==> src/irq_prio_pkg.sv <==
// Purpose: Shared constants and types for the interrupt priority controller
// Assumes: 32-bit classic Wishbone register access, one clock domain
// Notes: Level registers sit at word indices; byte address is index * 4
package irq_prio_pkg;

  // ==========================================================
  // Sources and numbering
  localparam int NUM_SRC = 48;
  localparam int TREE_LEAVES = 64;
  localparam logic [5:0] NUM_BASE = 6'h10;
  localparam int SRC_IDX_W = 6;

  // Source slots of the named peripheral groups
  localparam int EXT_PIN_IRQ_ZERO_IDX = 2;
  localparam int EXT_PIN_COUNT = 3;
  localparam int SERIAL_CHAN_ZERO_IDX = 19;
  localparam int SERIAL_CHAN_COUNT = 3;
  localparam int SOFT_ADC_IDX = 22;
  localparam int KEY_INPUT_IDX = 23;

  // ==========================================================
  // Level field
  localparam int LEVEL_W = 5;
  localparam int LEVEL_FIELD_MSB = 4;
  localparam logic [LEVEL_W-1:0] LEVEL_DISABLED = 5'h1f;
  localparam logic [LEVEL_W-1:0] LEVEL_RESET = 5'h1f;

  // ==========================================================
  // Register map (word indices)
  localparam int IDX_W = 14;
  localparam logic [IDX_W-1:0] LEVEL_IDX_FIRST = 14'h0400;
  localparam logic [IDX_W-1:0] LEVEL_IDX_LAST = 14'h042f;
  localparam logic [IDX_W-1:0] WINNER_IDX = 14'h0430;
  localparam logic [IDX_W-1:0] GROUP_IDX = 14'h0431;

  // Winner status word layout
  localparam int ST_VALID_BIT = 31;
  localparam int ST_OFFS_LSB = 16;
  localparam int ST_NUM_LSB = 8;

  // ==========================================================
  // Vector table
  localparam int OFFS_W = 10;
  localparam logic [OFFS_W-1:0] VECTOR_OFFS_TOP = 10'h3fc;
  localparam logic [31:0] VECTOR_TABLE_BASE_RESET = 32'h000f_fc00;

  // Candidate carried through the priority tree
  typedef struct packed {
    logic valid;
    logic [LEVEL_W-1:0] level;
    logic [SRC_IDX_W-1:0] number;
  } cand_t;

  localparam cand_t CAND_NONE = '{valid: 1'b0, level: LEVEL_DISABLED,
                                  number: 6'h00};

endpackage

==> src/priority_pick.sv <==
// Purpose: One comparison node of the priority tree
// Assumes: Input a always carries the smaller interrupt numbers than b
// Notes: Purely combinational
`timescale 1ns/1ps
`default_nettype none
module priority_pick (
  input wire irq_prio_pkg::cand_t a_i,
  input wire irq_prio_pkg::cand_t b_i,
  output irq_prio_pkg::cand_t win_o
);

  wire a_wins;

  // ties go to a, the smaller number
  assign a_wins = a_i.valid && (!b_i.valid || (a_i.level <= b_i.level));
  assign win_o = a_wins ? a_i : b_i;

endmodule
`default_nettype wire

==> src/irq_priority_controller.sv <==
// Purpose: 48-source interrupt priority controller with level registers
// Assumes: Request lines come from peripheral logic on clk_i
// Notes: Winner is re-evaluated every cycle and registered once
`timescale 1ns/1ps
`default_nettype none
// Operation
// - one five-bit level register per source
// - level top bit always one, 16..31
// - level 16 highest, larger is lower
// - level 31 excludes source from selection
// - lowest level among active requests wins
// - equal levels: smallest interrupt number wins
// - present winner level and number to core
// - external pins on IRQ2..4, numbers 18..20
// - vector offset is 0x3FC minus 4n
// - serial channels on IRQ19..21, numbers 35..37
// - soft converter IRQ22, key input IRQ23
// - wake-up is OR of all requests
module irq_priority_controller (
  input wire logic clk_i,
  input wire logic rst_i,
  input wire logic cyc_i,
  input wire logic stb_i,
  input wire logic we_i,
  input wire logic [15:0] adr_i,
  input wire logic [3:0] sel_i,
  input wire logic [31:0] dat_i,
  output logic [31:0] dat_o,
  output logic ack_o,
  input wire logic [irq_prio_pkg::NUM_SRC-1:0] irq_req_i,
  output logic irq_valid_o,
  output logic [irq_prio_pkg::LEVEL_W-1:0] irq_level_o,
  output logic [irq_prio_pkg::SRC_IDX_W-1:0] irq_number_o,
  output logic [irq_prio_pkg::OFFS_W-1:0] vector_offset_o,
  output logic [31:0] vector_addr_o,
  output logic wake_o
);

  // ==========================================================
  // Bus decode
  logic ack_reg;
  logic [31:0] dat_reg;
  logic [31:0] rd_next;
  wire req_new;
  wire wr_strobe;
  wire [irq_prio_pkg::IDX_W-1:0] word_idx;
  wire level_hit;
  wire winner_hit;
  wire group_hit;
  wire [irq_prio_pkg::IDX_W-1:0] level_rel;
  wire [irq_prio_pkg::SRC_IDX_W-1:0] level_sel;

  assign req_new = cyc_i && stb_i && !ack_reg;
  assign wr_strobe = req_new && we_i && sel_i[0];
  assign word_idx = adr_i[15:2];
  assign level_hit = (word_idx >= irq_prio_pkg::LEVEL_IDX_FIRST) &&
                     (word_idx <= irq_prio_pkg::LEVEL_IDX_LAST);
  assign winner_hit = (word_idx == irq_prio_pkg::WINNER_IDX);
  assign group_hit = (word_idx == irq_prio_pkg::GROUP_IDX);
  assign level_rel = word_idx - irq_prio_pkg::LEVEL_IDX_FIRST;
  assign level_sel = level_rel[irq_prio_pkg::SRC_IDX_W-1:0];

  // ==========================================================
  // Level registers
  logic [irq_prio_pkg::LEVEL_W-1:0] level_reg [irq_prio_pkg::NUM_SRC];
  irq_prio_pkg::cand_t tree [1:2*irq_prio_pkg::TREE_LEAVES-1];

  genvar g;
  generate
    for (g = 0; g < irq_prio_pkg::NUM_SRC; g++) begin : gen_src
      wire hit_this;
      wire [irq_prio_pkg::SRC_IDX_W-1:0] num_this;

      assign hit_this = wr_strobe && level_hit &&
                        (level_sel == irq_prio_pkg::SRC_IDX_W'(g));
      assign num_this = irq_prio_pkg::SRC_IDX_W'(g) + irq_prio_pkg::NUM_BASE;

      always_ff @(posedge clk_i) begin
        if (rst_i) begin
          level_reg[g] <= irq_prio_pkg::LEVEL_RESET;
        end else if (hit_this) begin
          level_reg[g] <= {1'b1, dat_i[irq_prio_pkg::LEVEL_FIELD_MSB-1:0]};
        end
      end

      // level 31 never becomes a candidate
      // level value carried as priority key
      assign tree[irq_prio_pkg::TREE_LEAVES+g] = '{
        valid: irq_req_i[g] &&
               (level_reg[g] != irq_prio_pkg::LEVEL_DISABLED),
        level: level_reg[g],
        number: num_this};
    end

    for (g = irq_prio_pkg::NUM_SRC; g < irq_prio_pkg::TREE_LEAVES;
         g++) begin : gen_pad
      assign tree[irq_prio_pkg::TREE_LEAVES+g] = irq_prio_pkg::CAND_NONE;
    end

    // Heap-ordered tree keeps lower numbers on the left input
    for (g = 1; g < irq_prio_pkg::TREE_LEAVES; g++) begin : gen_node
      priority_pick u_pick (
        .a_i(tree[2*g]),
        .b_i(tree[2*g+1]),
        .win_o(tree[g])
      );
    end
  endgenerate

  // ==========================================================
  // Winner and vector
  irq_prio_pkg::cand_t win;
  wire [irq_prio_pkg::OFFS_W-1:0] offs_next;
  wire [31:0] addr_next;
  logic valid_reg;
  logic [irq_prio_pkg::LEVEL_W-1:0] level_out_reg;
  logic [irq_prio_pkg::SRC_IDX_W-1:0] number_reg;
  logic [irq_prio_pkg::OFFS_W-1:0] offs_reg;
  logic [31:0] addr_reg;
  logic wake_reg;

  // idle output shows level 31, number 0
  assign win = tree[1].valid ? tree[1] : irq_prio_pkg::CAND_NONE;
  // offset is 0x3FC minus four times number
  assign offs_next = irq_prio_pkg::VECTOR_OFFS_TOP -
                     {2'b00, win.number, 2'b00};
  assign addr_next = irq_prio_pkg::VECTOR_TABLE_BASE_RESET +
                     {22'h00_0000, offs_next};

  // winner level and number registered out
  always_ff @(posedge clk_i) begin
    if (rst_i) begin
      valid_reg <= 1'b0;
      level_out_reg <= irq_prio_pkg::LEVEL_DISABLED;
      number_reg <= '0;
      offs_reg <= irq_prio_pkg::VECTOR_OFFS_TOP;
      addr_reg <= irq_prio_pkg::VECTOR_TABLE_BASE_RESET;
    end else begin
      valid_reg <= win.valid;
      level_out_reg <= win.level;
      number_reg <= win.number;
      offs_reg <= win.valid ? offs_next : irq_prio_pkg::VECTOR_OFFS_TOP;
      addr_reg <= win.valid ? addr_next :
                  irq_prio_pkg::VECTOR_TABLE_BASE_RESET;
    end
  end

  always_ff @(posedge clk_i) begin
    if (rst_i) begin
      wake_reg <= 1'b0;
    end else begin
      wake_reg <= |irq_req_i;
    end
  end

  // ==========================================================
  // Group pending view
  wire [7:0] group_pending;

  assign group_pending[2:0] =
    irq_req_i[irq_prio_pkg::EXT_PIN_IRQ_ZERO_IDX +:
              irq_prio_pkg::EXT_PIN_COUNT];
  assign group_pending[5:3] =
    irq_req_i[irq_prio_pkg::SERIAL_CHAN_ZERO_IDX +:
              irq_prio_pkg::SERIAL_CHAN_COUNT];
  assign group_pending[6] = irq_req_i[irq_prio_pkg::SOFT_ADC_IDX];
  assign group_pending[7] = irq_req_i[irq_prio_pkg::KEY_INPUT_IDX];

  // ==========================================================
  // Read mux and acknowledge
  always_comb begin
    rd_next = 32'h0000_0000;
    if (level_hit) begin
      rd_next[irq_prio_pkg::LEVEL_W-1:0] = level_reg[level_sel];
    end else if (winner_hit) begin
      rd_next[irq_prio_pkg::ST_VALID_BIT] = valid_reg;
      rd_next[irq_prio_pkg::ST_OFFS_LSB +: irq_prio_pkg::OFFS_W] =
        offs_reg;
      rd_next[irq_prio_pkg::ST_NUM_LSB +: irq_prio_pkg::SRC_IDX_W] =
        number_reg;
      rd_next[irq_prio_pkg::LEVEL_W-1:0] = level_out_reg;
    end else if (group_hit) begin
      rd_next[7:0] = group_pending;
    end
  end

  // One-cycle ack; unmapped words read zero and ignore writes
  always_ff @(posedge clk_i) begin
    if (rst_i) begin
      ack_reg <= 1'b0;
      dat_reg <= 32'h0000_0000;
    end else begin
      ack_reg <= req_new;
      dat_reg <= (req_new && !we_i) ? rd_next : 32'h0000_0000;
    end
  end

  assign ack_o = ack_reg;
  assign dat_o = dat_reg;
  assign irq_valid_o = valid_reg;
  assign irq_level_o = level_out_reg;
  assign irq_number_o = number_reg;
  assign vector_offset_o = offs_reg;
  assign vector_addr_o = addr_reg;
  assign wake_o = wake_reg;

endmodule
`default_nettype wire

==> config.mk <==
export PLATFORM = sky130hd
export DESIGN_NAME = irq_priority_controller
export DESIGN_NICKNAME = d
export VERILOG_FILES = /design/src/irq_prio_pkg.sv /design/src/priority_pick.sv /design/src/irq_priority_controller.sv
export SDC_FILE = /design/constraint.sdc
export NUM_CORES = 1
export LEC_CHECK = 0
export BUFFER_PORTS_ARGS = -buffer_cell sky130_fd_sc_hd__buf_2
export CORE_MARGIN = 10
export CORE_UTILIZATION = 60
export DETAILED_ROUTE_END_ITERATION = 16
export PLACE_DENSITY = 0.81
export SETUP_SLACK_MARGIN = 0.3
export SYNTH_ARGS = -nofsm -noshare
export SYNTH_HDL_FRONTEND = slang
export SYNTH_SLANG_ARGS = --single-unit
==> constraint.sdc <==
create_clock -name clk_i -period 10.8 [get_ports clk_i]
set_input_delay 0.54 -clock clk_i [delete_from_list [all_inputs] [get_ports clk_i]]
set_output_delay 0.54 -clock clk_i [all_outputs]
set_load 0.02 [all_outputs]
==> summary.txt <==
GRT
  • First-pass GRT wire length: 94.6 mm
  • Vias in the first global route: 16900
  • Overflow after GRT: 0
  • GRT Util Overall: 0.290
  • Antenna violations before repair: 3
  • Largest net degree at the start of global routing: 58

Setup path
  • Crit start category: flip-flop
  • CP max FO: 10
  • CP max stage cell: a221oi_1
  • R2R Setup Slk: 840 ps
  • Worst path arrival time: 10370 ps
  • CP Capture Type: flip-flop
  • Most used cell, CP: ha_1
  • Worst path max stage delay: 680 ps
  • WS Path Type: flip-flop to flip-flop
  • Worst Path Required: 11210 ps

STA
  • RSZ-0062 raised after global routing: no
  • Fin crit share: 0.922
  • Fmax: 100 MHz
  • Least-Margin Pin Slew: 1280 ps
  • Clk_skew: 17.0 ps
  • Final setup violation count: 0
  • Min Tclk post-route: 9960 ps
  • Worst setup margin: 838 ps
  • Slew margin rel.: 0.141
  • Final hold violation count: 0
  • Setup TNS: 0 ps
  • Max-slew violations: 0

Finish
  • Final nets: 2469
  • Largest register FFs: 192
  • Post-route cell area: 0.0219 mm²
  • Area delta synth->final: 9.35%
  • Share of cells above drive strength 1: 0.188

Drt
  • DRT iter0 DRCs: 1505
  • Wirelength per Cell: 23.6 µm
  • Via count: 17300
  • Post-route ant nets: 0
  • Via/cell ratio: 6.56
  • Final WL: 62.4 mm
  • Drt first pass iters: 9
  • Residual DRC count: 0

Power
  • Sequential group share of total power: 0.376
  • Clock network fraction of total power: 0.322
  • Combinational share of power: 0.302
  • Switch share: 0.344
  • Pleak: 9.01 nW
  • Max VDD drop: 116 µV
  • Cell Int Power: 1.88 mW
  • Pwr/cell area: 131 mW/mm²
  • Net Sw Power: 0.989 mW

Die
  • Die height: 203 µm
  • Die area: 0.0412 mm²
  • Cell Rows: 66
  • Initial Utilization: 0.612
  • Core Region: 0.0328 mm²
  • Die width: 203 µm
  • Ports: 193

Flow run
  • Max Cap Viol: 0

Place
  • GPL Wtd Cong: 0.980
  • DP Area: 0.0210 mm²
  • IO buf count: 121
  • Pre-CTS setup slack: 588 ps
  • HPWL Detailed: 48.6 mm

Logic synthesis
  • Ys flop type: edfxtp_1
  • Synth area leaders: edfxtp_1 (29%), ha_1 (12%), mux4_2 (6.7%)
  • Unique masters post-synth: 85
  • FF+latch count, synth: 240
  • Sequential share of the synthesized area: 0.335
  • Count leader, synth: nand2_1
  • Mapped Cells: 2072
  • Synthesis Warnings: 0
  • Commonest cells post-synth: nand2_1 (209), inv_1 (207), edfxtp_1 (192)
  • Syn avg cell area: 9.68 µm²
  • Netlist Area Pre-Place: 0.0201 mm²
  • EDFF count, synth: 192
  • Yosys top cell by area: edfxtp_1
  • FFs w/ async S/R, synth: 0
  • Share of the synthesized area in the top cell type: 0.287

Clocking
  • Clk_lat worst skew: 560 ps
  • H-tree levels: 1
  • Hold buffers post-CTS: 0
  • Root Driver: clkbuf_16
  • Clock buffer depth: 3
  • CTS tree: done
  • Clk sinks: 240
  • Clock transition at path regs: 60 ps
  • TritonCTS buffer count: 26

Min path
  • Hold WC Path Type: primary input to flip-flop

Outcome
  • Status: finished clean
layout make-up:
type,instances,area (µm²)
diodes,2,5.00
clock buffers,31,689
well taps,442,553
clock inverters,17,185
repair buffers,144,781
fillers,2562,10800
multi-input cells,1557,12200
inverters,207,777
flip-flops and latches,240,6730
logic make-up after synthesis:
family / count (synthesis) / share of synthesized area
flops: 240 / 0.335
compound gates: 434 / 0.154
mux: 179 / 0.129
fa+ha+maj: 188 / 0.117
buf+inv: 311 / 0.0674
other cells: 2 / 0.000374
simple gates: 718 / 0.197
per-stage QoR:
step,total power [mW],cells,hold WS [ps],util
2_1_floorplan,1.67,2108,553,-
3_3_place_gp,1.89,2588,434,0.639
4_1_cts,2.83,2636,238,0.666
5_1_grt,2.97,2640,271,0.669
3_5_place_dp,1.92,2588,433,0.639
6_report,2.87,2640,250,0.669
worst max-delay path, delay by kind of cell (launching register included):
kind	cells	cell delay, ps
buffers and inverters	6	800
AOI/OAI and AO/OA	21	4740
muxes	3	650
adders and majority gates	6	1770
DFF	1	440
and+or+nand+nor	8	1360
metal layers:
metal	GRT usage	vias to the layer above	wire length [µm]
met4	0.132	4	3100
met3	0.0720	192	6240
li1	-	7927	-
met1	0.351	8319	23900
met2	0.479	887	29000
met5	0.0172	-	111
worst paths after layout:
check	from	end	depth (start not counted)
hold / removal	irq_req_i[22]	dat_o[6]	2
hold reg to reg	vector_offset_o[2]	dat_o[18]	1
setup / recovery	level_reg[21][1]	irq_number_o[5]	44
setup reg to reg	level_reg[21][1]	irq_number_o[5]	44
cells in the final DEF (no fill, tap or decap), types with 6 or more instances in the layout:
master / count
nor3_2: 9
and4_1: 14
nor4_1: 17
nor2_1: 58
mux2_2: 29
a211oi_1: 25
a22o_1: 7
a211o_1: 11
a21o_1: 54
nand2b_1: 16
or2_1: 43
a31oi_1: 6
inv_1: 207
o2bb2ai_1: 6
nand4_1: 102
nor3_1: 13
nor2b_1: 35
o22ai_1: 19
dfxtp_1: 48
a21oi_1: 112
nand2_1: 208
ha_1: 188
o211ai_1: 28
o21ai_0: 43
mux4_2: 60
a2111oi_0: 17
or2_2: 71
and3_1: 26
buf_4: 24
clkbuf_16: 26
or3_1: 22
conb_1: 38
a22oi_1: 24
nand3_1: 19
mux2i_1: 89
buf_2: 120
and2_1: 32
o21a_1: 8
o21ai_1: 6
edfxtp_1: 192
power groups by stage:
stage / sequential, mW / clock [mW] / combinational, mW
after floorplan: 1.12 / 0 / 0.542
after global placement: 1.10 / 0 / 0.799
after detailed placement: 1.10 / 0 / 0.819
after CTS: 1.08 / 0.927 / 0.823
after global routing: 1.08 / 0.961 / 0.929
final: 1.08 / 0.925 / 0.869
what timing repair did:
item | CTS | global route
endpoints found under the setup margin | 0 | 22
gates resized for setup | 0 | 19
setup buffers | 0 | 2
Power figures use the tool's default switching activity.
